===== src/logic/tpf_pkg.sv =====
// Package with register map, field layout and carrier types of the PID filter.
package tpf_pkg;

  // ----------------------------------------------------------------------
  // Register map
  // ----------------------------------------------------------------------
  localparam logic [7:0] ADDR_BOUNDARY_ID = 8'h00;
  localparam logic [7:0] ADDR_BOUNDARY_STORE = 8'h04;
  localparam logic [7:0] ADDR_CLOCK_REF = 8'h08;
  localparam logic [7:0] ADDR_CONTROL_ONE = 8'h0C;
  localparam logic [7:0] ADDR_CONTROL_ZERO = 8'h10;
  localparam logic [7:0] ADDR_FILTER_BASE = 8'h20;
  localparam logic [7:0] ADDR_FILTER_LAST = 8'h38;
  localparam int NUM_FILTERS = 7;
  localparam logic [2:0] OTHER_CHANNEL = 3'h7;

  // ----------------------------------------------------------------------
  // Field layout
  // ----------------------------------------------------------------------
  localparam int PID_W = 13;
  localparam int SENSE_EN_BIT = 16;
  localparam int FILTER_EN_BIT = 24;
  localparam int KIND_LSB = 16;
  localparam int KIND_MSB = 23;
  localparam int BOUNDARY_CTL_BIT = 0;
  localparam int MODE_LSB = 1;
  localparam int MODE_MSB = 2;
  localparam int BOUNDARY_STAT_BIT = 0;
  localparam logic [12:0] BOUNDARY_ID_RESET = 13'h1FFF;
  localparam logic [31:0] STORE_RESET = 32'h0000_0000;
  localparam logic [1:0] RESP_OKAY = 2'h0;
  localparam logic [1:0] RESP_SLVERR = 2'h2;

  typedef enum logic [1:0] {
    MODE_MANUAL = 2'b00,
    MODE_SEMI_A = 2'b01,
    MODE_SEMI_B = 2'b10,
    MODE_AUTO = 2'b11
  } tpf_mode_t;

  typedef struct packed {
    logic enable;
    logic [7:0] kind;
    logic [12:0] pid;
  } tpf_filter_t;

  typedef struct packed {
    logic valid;
    logic [12:0] pid;
  } tpf_header_t;

  typedef struct packed {
    logic valid;
    logic [2:0] channel;
    logic [7:0] kind;
    logic boundary;
    logic clockRef;
    logic [31:0] storeAddr;
  } tpf_route_t;

endpackage : tpf_pkg


===== src/logic/tpf_filter_bank.sv =====
// Register storage for the seven channel PID filters.
`timescale 1ns/10ps
module tpf_filter_bank (
  input wire logic clock,
  input wire logic nrst,
  input wire logic writeEn,
  input wire logic [2:0] writeIdx,
  input wire logic [31:0] writeData,
  input wire logic [3:0] writeStrb,
  input wire logic [2:0] readIdx,
  output logic [31:0] readData,
  output tpf_pkg::tpf_filter_t filters [tpf_pkg::NUM_FILTERS]
);
  import tpf_pkg::*;

  logic [31:0] readMux;

  // ----------------------------------------------------------------------
  // Storage per filter
  // ----------------------------------------------------------------------
  genvar g;
  generate
    for (g = 0; g < NUM_FILTERS; g++) begin : gFilt
      wire hit = writeEn && (writeIdx == 3'(g));
      always_ff @(posedge clock or negedge nrst) begin
        if (!nrst) begin
          filters[g] <= '0;
        end else if (hit) begin
          if (writeStrb[3]) filters[g].enable <= writeData[FILTER_EN_BIT];
          if (writeStrb[2]) filters[g].kind <= writeData[KIND_MSB:KIND_LSB];
          if (writeStrb[1]) filters[g].pid[12:8] <= writeData[12:8];
          if (writeStrb[0]) filters[g].pid[7:0] <= writeData[7:0];
        end
      end
    end
  endgenerate

  // Reserved bits read as zero.
  assign readMux = (readIdx < 3'(NUM_FILTERS)) ?
    {7'h00, filters[readIdx].enable, filters[readIdx].kind, 3'h0,
     filters[readIdx].pid} : 32'h0000_0000;

  always_ff @(posedge clock or negedge nrst) begin
    if (!nrst) readData <= 32'h0000_0000;
    else readData <= readMux;
  end

endmodule : tpf_filter_bank


===== src/logic/tpf_pid_filter.sv =====
// AXI4-Lite register bank and PID routing of the stream filter.
//
// Behaviour
// - Hold a 13-bit boundary packet ID.
// - Boundary ID acts only while boundary control bit is set.
// - A detected boundary packet pulses interrupt and records status.
// - Boundary packet stored from the boundary store start address.
// - Clock-reference sense enable at bit 16 turns clock-ref filtering on.
// - Sense enable honoured only in manual or semi-automatic A mode.
// - Semi-automatic B and automatic modes ignore sense enable.
// - Hold a 13-bit clock-reference packet ID.
// - Packets matching no filter go to ring-buffer channel 7.
// - Bit 24 enables filter n and its ring-buffer channel.
// - Bits 23 to 16 hold the channel stream kind.
// - Bits 12 to 0 hold the channel packet ID.
//
// Our own choices: the register addresses and register access over AXI4-Lite.
`timescale 1ns/10ps
module tpf_pid_filter (
  input wire logic clock,
  input wire logic nrst,
  input wire logic [7:0] awaddr,
  input wire logic awvalid,
  output logic awready,
  input wire logic [31:0] wdata,
  input wire logic [3:0] wstrb,
  input wire logic wvalid,
  output logic wready,
  output logic [1:0] bresp,
  output logic bvalid,
  input wire logic bready,
  input wire logic [7:0] araddr,
  input wire logic arvalid,
  output logic arready,
  output logic [31:0] rdata,
  output logic [1:0] rresp,
  output logic rvalid,
  input wire logic rready,
  input wire tpf_pkg::tpf_header_t header,
  input wire logic [12:0] autoClockRefId,
  output tpf_pkg::tpf_route_t route,
  output logic boundaryPulse,
  output logic [7:0] channelWriteEnable
);
  import tpf_pkg::*;

  // ----------------------------------------------------------------------
  // Register state
  // ----------------------------------------------------------------------
  logic [12:0] boundaryPacketId;
  logic [31:0] boundaryStoreStartAddress;
  logic [12:0] clockRefPacketId;
  logic clockRefSenseEnable;
  logic streamBoundaryControl;
  tpf_mode_t filterModeSelect;
  logic boundarySeen;
  tpf_filter_t filters [NUM_FILTERS];
  logic [31:0] bankData;

  // ----------------------------------------------------------------------
  // Write channel
  // ----------------------------------------------------------------------
  logic awHeld;
  logic wHeld;
  logic [7:0] awAddrHeld;
  logic [31:0] wDataHeld;
  logic [3:0] wStrbHeld;

  wire awTake = awvalid && awready;
  wire wTake = wvalid && wready;
  wire [7:0] wrAddr = awTake ? awaddr : awAddrHeld;
  wire [31:0] wrData = wTake ? wdata : wDataHeld;
  wire [3:0] wrStrb = wTake ? wstrb : wStrbHeld;
  wire haveAw = awHeld || awTake;
  wire haveW = wHeld || wTake;
  wire doWrite = haveAw && haveW && !bvalid;
  wire wrFilter = (wrAddr >= ADDR_FILTER_BASE) &&
    (wrAddr <= ADDR_FILTER_LAST) && (wrAddr[1:0] == 2'h0);
  wire [7:0] wrOffset = wrAddr - ADDR_FILTER_BASE;
  wire [2:0] wrIdx = wrOffset[4:2];
  wire wrKnown = wrFilter || (wrAddr == ADDR_BOUNDARY_ID) ||
    (wrAddr == ADDR_BOUNDARY_STORE) || (wrAddr == ADDR_CLOCK_REF) ||
    (wrAddr == ADDR_CONTROL_ONE) || (wrAddr == ADDR_CONTROL_ZERO);
  wire wrHit = doWrite && wrKnown;

  always_ff @(posedge clock or negedge nrst) begin
    if (!nrst) begin
      awHeld <= 1'b0;
      wHeld <= 1'b0;
      awAddrHeld <= 8'h00;
      wDataHeld <= 32'h0000_0000;
      wStrbHeld <= 4'h0;
      awready <= 1'b0;
      wready <= 1'b0;
      bvalid <= 1'b0;
      bresp <= RESP_OKAY;
    end else begin
      awHeld <= haveAw && !doWrite;
      wHeld <= haveW && !doWrite;
      if (awTake) awAddrHeld <= awaddr;
      if (wTake) wDataHeld <= wdata;
      if (wTake) wStrbHeld <= wstrb;
      awready <= !haveAw && !awready && !bvalid;
      wready <= !haveW && !wready && !bvalid;
      if (doWrite) begin
        bvalid <= 1'b1;
        bresp <= wrKnown ? RESP_OKAY : RESP_SLVERR;
      end else if (bready) begin
        bvalid <= 1'b0;
      end
    end
  end

  // ----------------------------------------------------------------------
  // Scalar registers
  // ----------------------------------------------------------------------
  wire wrBoundId = wrHit && (wrAddr == ADDR_BOUNDARY_ID);
  wire wrStore = wrHit && (wrAddr == ADDR_BOUNDARY_STORE);
  wire wrClock = wrHit && (wrAddr == ADDR_CLOCK_REF);
  wire wrCtlOne = wrHit && (wrAddr == ADDR_CONTROL_ONE) && wrStrb[0];
  wire clrStatus = wrHit && (wrAddr == ADDR_CONTROL_ZERO) && wrStrb[0] &&
    wrData[BOUNDARY_STAT_BIT];

  always_ff @(posedge clock or negedge nrst) begin
    if (!nrst) begin
      boundaryPacketId <= BOUNDARY_ID_RESET;
    end else if (wrBoundId) begin
      if (wrStrb[1]) boundaryPacketId[12:8] <= wrData[12:8];
      if (wrStrb[0]) boundaryPacketId[7:0] <= wrData[7:0];
    end
  end

  genvar b;
  generate
    for (b = 0; b < 4; b++) begin : gStore
      always_ff @(posedge clock or negedge nrst) begin
        if (!nrst) begin
          boundaryStoreStartAddress[b*8 +: 8] <= STORE_RESET[b*8 +: 8];
        end else if (wrStore && wrStrb[b]) begin
          boundaryStoreStartAddress[b*8 +: 8] <= wrData[b*8 +: 8];
        end
      end
    end
  endgenerate

  always_ff @(posedge clock or negedge nrst) begin
    if (!nrst) begin
      clockRefPacketId <= 13'h0000;
      clockRefSenseEnable <= 1'b0;
    end else if (wrClock) begin
      if (wrStrb[1]) clockRefPacketId[12:8] <= wrData[12:8];
      if (wrStrb[0]) clockRefPacketId[7:0] <= wrData[7:0];
      if (wrStrb[2]) clockRefSenseEnable <= wrData[SENSE_EN_BIT];
    end
  end

  always_ff @(posedge clock or negedge nrst) begin
    if (!nrst) begin
      streamBoundaryControl <= 1'b0;
      filterModeSelect <= MODE_MANUAL;
    end else if (wrCtlOne) begin
      streamBoundaryControl <= wrData[BOUNDARY_CTL_BIT];
      filterModeSelect <= tpf_mode_t'(wrData[MODE_MSB:MODE_LSB]);
    end
  end

  // ----------------------------------------------------------------------
  // Filter bank
  // ----------------------------------------------------------------------
  wire rdFilter = (araddr >= ADDR_FILTER_BASE) &&
    (araddr <= ADDR_FILTER_LAST) && (araddr[1:0] == 2'h0);
  wire [7:0] rdOffset = araddr - ADDR_FILTER_BASE;

  tpf_filter_bank u_tpf_filter_bank (
    .clock(clock),
    .nrst(nrst),
    .writeEn(wrHit && wrFilter),
    .writeIdx(wrIdx),
    .writeData(wrData),
    .writeStrb(wrStrb),
    .readIdx(rdOffset[4:2]),
    .readData(bankData),
    .filters(filters)
  );

  // ----------------------------------------------------------------------
  // Packet routing
  // ----------------------------------------------------------------------
  logic [NUM_FILTERS-1:0] match;
  logic [2:0] matchIdx;
  logic [7:0] matchKind;

  generate
    for (b = 0; b < NUM_FILTERS; b++) begin : gMatch
      assign match[b] = filters[b].enable && (filters[b].pid == header.pid);
    end
  endgenerate

  always_comb begin
    matchIdx = OTHER_CHANNEL;
    matchKind = 8'h00;
    for (int i = NUM_FILTERS - 1; i >= 0; i--) begin
      if (match[i]) begin
        matchIdx = 3'(i);
        matchKind = filters[i].kind;
      end
    end
  end

  wire autoClockMode = (filterModeSelect == MODE_SEMI_B) ||
    (filterModeSelect == MODE_AUTO);
  wire clockSenseOn = autoClockMode ? 1'b1 : clockRefSenseEnable;
  wire [12:0] clockId = autoClockMode ? autoClockRefId : clockRefPacketId;
  wire isClockRef = clockSenseOn && (header.pid == clockId);
  wire isBoundary = streamBoundaryControl &&
    (header.pid == boundaryPacketId);
  wire boundaryHit = header.valid && isBoundary;

  logic [7:0] channelEnables;
  always_comb begin
    channelEnables = 8'h80;
    for (int i = 0; i < NUM_FILTERS; i++) begin
      channelEnables[i] = filters[i].enable;
    end
  end

  always_ff @(posedge clock or negedge nrst) begin
    if (!nrst) begin
      route <= '0;
      boundaryPulse <= 1'b0;
      channelWriteEnable <= 8'h00;
    end else begin
      route.valid <= header.valid;
      route.channel <= matchIdx;
      route.kind <= matchKind;
      route.boundary <= boundaryHit;
      route.clockRef <= header.valid && isClockRef;
      route.storeAddr <= boundaryStoreStartAddress;
      boundaryPulse <= boundaryHit;
      channelWriteEnable <= channelEnables;
    end
  end

  // Status is sticky; a new detection wins over a clear in the same cycle.
  always_ff @(posedge clock or negedge nrst) begin
    if (!nrst) boundarySeen <= 1'b0;
    else if (boundaryHit) boundarySeen <= 1'b1;
    else if (clrStatus) boundarySeen <= 1'b0;
  end

  // ----------------------------------------------------------------------
  // Read channel
  // ----------------------------------------------------------------------
  logic rdPending;
  logic rdBank;
  logic [31:0] rdScalar;
  logic rdKnown;

  always_comb begin
    rdKnown = 1'b1;
    unique case (araddr)
      ADDR_BOUNDARY_ID: rdScalar = {19'h00000, boundaryPacketId};
      ADDR_BOUNDARY_STORE: rdScalar = boundaryStoreStartAddress;
      ADDR_CLOCK_REF: rdScalar = {15'h0000, clockRefSenseEnable, 3'h0,
        clockRefPacketId};
      ADDR_CONTROL_ONE: rdScalar = {29'h0, filterModeSelect,
        streamBoundaryControl};
      ADDR_CONTROL_ZERO: rdScalar = {31'h0, boundarySeen};
      default: begin
        rdScalar = 32'h0000_0000;
        rdKnown = rdFilter;
      end
    endcase
  end

  wire arTake = arvalid && arready;
  logic [31:0] rdHold;

  always_ff @(posedge clock or negedge nrst) begin
    if (!nrst) begin
      arready <= 1'b0;
      rdPending <= 1'b0;
      rdBank <= 1'b0;
      rdHold <= 32'h0000_0000;
      rvalid <= 1'b0;
      rdata <= 32'h0000_0000;
      rresp <= RESP_OKAY;
    end else begin
      arready <= !arready && !rdPending && !rvalid && arvalid;
      rdPending <= arTake;
      if (arTake) begin
        rdBank <= rdFilter;
        rdHold <= rdScalar;
        rresp <= rdKnown ? RESP_OKAY : RESP_SLVERR;
      end
      if (rdPending) begin
        rvalid <= 1'b1;
        rdata <= rdBank ? bankData : rdHold;
      end else if (rready) begin
        rvalid <= 1'b0;
      end
    end
  end
endmodule : tpf_pid_filter


===== config.mk =====
export PLATFORM = sky130hd
export DESIGN_NAME = tpf_pid_filter
export DESIGN_NICKNAME = d
export VERILOG_FILES = /design/src/logic/tpf_pkg.sv /design/src/logic/tpf_filter_bank.sv /design/src/logic/tpf_pid_filter.sv
export SDC_FILE = /design/constraint.sdc
export NUM_CORES = 1
export LEC_CHECK = 0
export BUFFER_PORTS_ARGS = -buffer_cell sky130_fd_sc_hd__buf_2
export CAP_MARGIN = 20
export CELL_PAD_IN_SITES_DETAIL_PLACEMENT = 1
export CELL_PAD_IN_SITES_GLOBAL_PLACEMENT = 2
export CORE_ASPECT_RATIO = 1.5
export CORE_MARGIN = 3
export CORE_UTILIZATION = 37
export DETAILED_ROUTE_END_ITERATION = 16
export PLACE_DENSITY_LB_ADDON = 0.3
export SYNTH_ARGS = -nofsm -noshare
export SYNTH_HDL_FRONTEND = slang
export SYNTH_SLANG_ARGS = --single-unit

===== constraint.sdc =====
create_clock -name clock -period 2.4 [get_ports clock]
set_input_delay 0.48 -clock clock [delete_from_list [all_inputs] [get_ports clock]]
set_output_delay 0.48 -clock clock [all_outputs]
set_load 0.02 [all_outputs]

==> run metrics <==
routed wire length per instance 23.8 microns; Period minus WS final 2.45 ns; port bufs 179; WHS 0.0956 ns; Starting DRT DRC Count 523; CP Max Fanout 8; Multi-input gate area 8170 sq um; Mapped Area 18,600 sq um; Netlist cell types 55; WP depth 8; period utilization 1.02; largest net degree at the start of global routing 57; Post-DP HPWL 43,700 microns; failing checks negative setup slack; hold depth 1; worst r2r path cells 8; cells after synthesis 1,455; die span in y 280 microns; Layout Cells excl Fill 2,478; Hold WC Path Type in -> reg; CORE AREA 49,700 sq um; worst path arrival time 2.88 ns; Setup Skew 0.0261 ns; Nets 1,864; Buf+Inv Stages, Crit Path 2; antenna-violating nets left 0; post-synthesis async set-or-reset flop share 1.00; top cells by count, synth 399 x dfrtp_1, 242 x mux2_2, 103 x nor2_1, 96 x a21oi_1, 95 x xnor2_1; largest cells by area after synthesis dfrtp_1 54%, mux2_2 15%, xnor2_1 4.5%, mux2i_1 4.4%, mux4_2 2.9%; EDFF count, synth 0; top_reg_cell synth dfrtp_1; Overall Global Routing Usage 0.222; Static Leakage 11.3 nW; pwr dens 926 nW/um^2; Clock Path Buffers 3; H-tree levels 2; critical path, cell by cell nand4b_1 -> mux2_4 -> a311oi_4 -> and4_4 -> buf_12 -> nor3b_4 -> buf_12 -> mux2_4; cell taking the most area after synthesis dfrtp_1; mean area per synthesized cell 12.8 sq um; status complete, but fails checks; final WL 58,900 microns; CP max stage cell dfrtp_1; CTS tree yes; max-cap viol count 0; final hold vios 0; CP top delay family simple AND/OR/NAND/NOR gates; FMAX 0.408 GHz; Crit path largest cell delay 0.41 ns; top-count cell post-synth dfrtp_1; global-route wire length before repair 89,600 microns; grt ovf 0; ratio of cells with drive above 1 in the final layout 0.431; FF/Latch Area 10,300 sq um; Startpoint Class flop; # placed instances 2,391; P&R area growth vs syn 28.1%; die footprint 53,000 sq um; row cnt 100; Yosys warnings 0; VDD IR max 0.663 mV; CTS buffer count 43; Synth Register Bits 412; Setup Viol. Count Final 32; I/O pin cnt 182; First-pass DRT Iterations 6; Remaining DRCs 0; CTS Sinks 412; Die W 189 microns; share of the synthesized area in the top cell type 0.537; crit end category flop; initial antenna violation count 1; vias post-DR 12,803; max-slew violation total from the final report 0; worst setup margin -0.0486 ns; Clock transition at path regs 0.06 ns; vias in the first global route 14,393; relative slew slack 0.626; WS Path Type reg -> reg; Starting Density 0.374; number of fill cells 5,199; Worst-Margin Slew 0.561 ns; vias per cell 5.17; sequential share of the synthesized area 0.556; required time worst endpoint 2.84 ns; RSZ-0062 raised after global routing yes; Clk Latency, worst-skew pair 0.57 ns; GP Congestion 0.865; clock root cell clkbuf_16
## power by group
group          switching [W]  internal, W  total [W]
Combinational        0.00336      0.00236    0.00572
Sequential          0.000842      0.00819    0.00903
Clock                0.00293      0.00437    0.00731
Total                0.00713       0.0149     0.0221
## routing by layer
layer | global-route usage | vias to the layer above | share of wire
li1 | - | 5795 | -
met1 | 0.264 | 6631 | 0.39
met2 | 0.404 | 260 | 0.53
met3 | 0.0260 | 117 | 0.034
met4 | 0.0948 | 0 | 0.047
met5 | 0 | - | 0
## final timing paths
path,from,end,slack (ns)
worst max-delay path,awAddrHeld[6]$_DFF_PN0_,u_tpf_filter_bank.filters[19]$_DFFE_PN0P_,-0.05
worst min-delay path,header[13],route[45]$_DFF_PN0_,0.1
worst max register to register,awAddrHeld[6]$_DFF_PN0_,u_tpf_filter_bank.filters[19]$_DFFE_PN0P_,-0.05
worst min register to register,boundaryStoreStartAddress[23]$_DFFE_PN0P_,route[23]$_DFF_PN0_,0.40
max in group asynchronous,nrst,boundaryPacketId[1]$_DFFE_PN1P_,1.11
min in group asynchronous,nrst,wDataHeld[19]$_DFF_PN0_,0.46
## cell usage in the layout, fill, tap and decap left out, types with 6 or more instances in the layout
master | Yosys | layout
a211oi_1 | 8 | 6
a21oi_1 | 96 | 95
a22o_1 | 31 | 31
buf_12 | 0 | 33
buf_2 | 19 | 177
buf_4 | 3 | 143
bufinv_16 | 0 | 6
clkbuf_16 | 0 | 46
clkbuf_8 | 0 | 9
clkinv_2 | 0 | 12
dfrtp_1 | 399 | 397
dfstp_2 | 13 | 13
inv_1 | 37 | 37
mux2_1 | 13 | 12
mux2_2 | 242 | 204
mux2_4 | 0 | 39
mux2i_1 | 82 | 79
mux4_2 | 24 | 24
nand2_1 | 46 | 36
nand3_1 | 12 | 11
nand3b_1 | 11 | 11
nand4_1 | 25 | 25
nor2_1 | 103 | 99
nor3_1 | 11 | 11
nor3_2 | 10 | 6
nor3_4 | 5 | 9
nor4_1 | 12 | 9
o21ai_0 | 26 | 26
o31a_1 | 8 | 8
xnor2_1 | 95 | 87
xnor2_2 | 0 | 8
xor2_1 | 21 | 21
## through the flow
step | instance area, sq um | utilization | setup slack (ns) | total power, W | setup TNS, ns
4_1_cts | 23600 | 0.475 | -0.0437 | 0.0222 | -0.533
6_report | 23800 | 0.479 | -0.0486 | 0.0221 | -0.612
2_1_floorplan | 18700 | - | -0.124 | 0.0120 | -4.39
3_3_place_gp | 21900 | 0.440 | -0.308 | 0.0145 | -40.98
5_1_grt | 23800 | 0.479 | -0.148 | 0.0231 | -11.82
3_5_place_dp | 21900 | 0.440 | -0.367 | 0.0147 | -48.37
## flip-flops by register name (all words and copies together) (netlist names), 2 cells and up
register	flops
u_tpf_filter_bank.readData	22
filterModeSelect	2
clockRefPacketId	13
wStrbHeld	4
rdata	32
u_tpf_filter_bank.filters	154
boundaryStoreStartAddress	32
awAddrHeld	8
channelWriteEnable	8
boundaryPacketId	13
rdHold	32
wDataHeld	32
route	45
## logic make-up (layout without fill, tap and decap cells)
kind of cell,after synthesis,after routing,synth area share
XOR/XNOR,116,116,0.0547
AND/OR/NAND/NOR,257,257,0.0737
buffers and inverters,123,480,0.0267
adder cells (fa/ha/maj),1,1,0.000539
AO/OA/AOI/OAI,183,183,0.0606
other,2,5,0.000404
multiplexers,361,361,0.228
flip-flops,412,412,0.556
## repair_timing
action / CTS / global route
resized for setup: 27 / 43
setup buffers: 2 / 2
setup endpoints to repair: 153 / 196
cloned: 1 / 1
pin swaps: 5 / 6
hold buffers: 1 / 0
endpoints found under the hold margin: 39 / 0
## final cells by class
| type | instances | share of cell area |
|---|---|---|
| tap | 663 | 0.0348 |
| sequential | 412 | 0.434 |
| clock buffer | 56 | 0.0528 |
| multi-input combinational | 921 | 0.343 |
| antenna | 2 | 0.000210 |
| inverter | 37 | 0.00583 |
| timing repair buffer | 363 | 0.116 |
| clock inverter | 24 | 0.0129 |
Note: power is estimated with default switching activity, not from simulation.
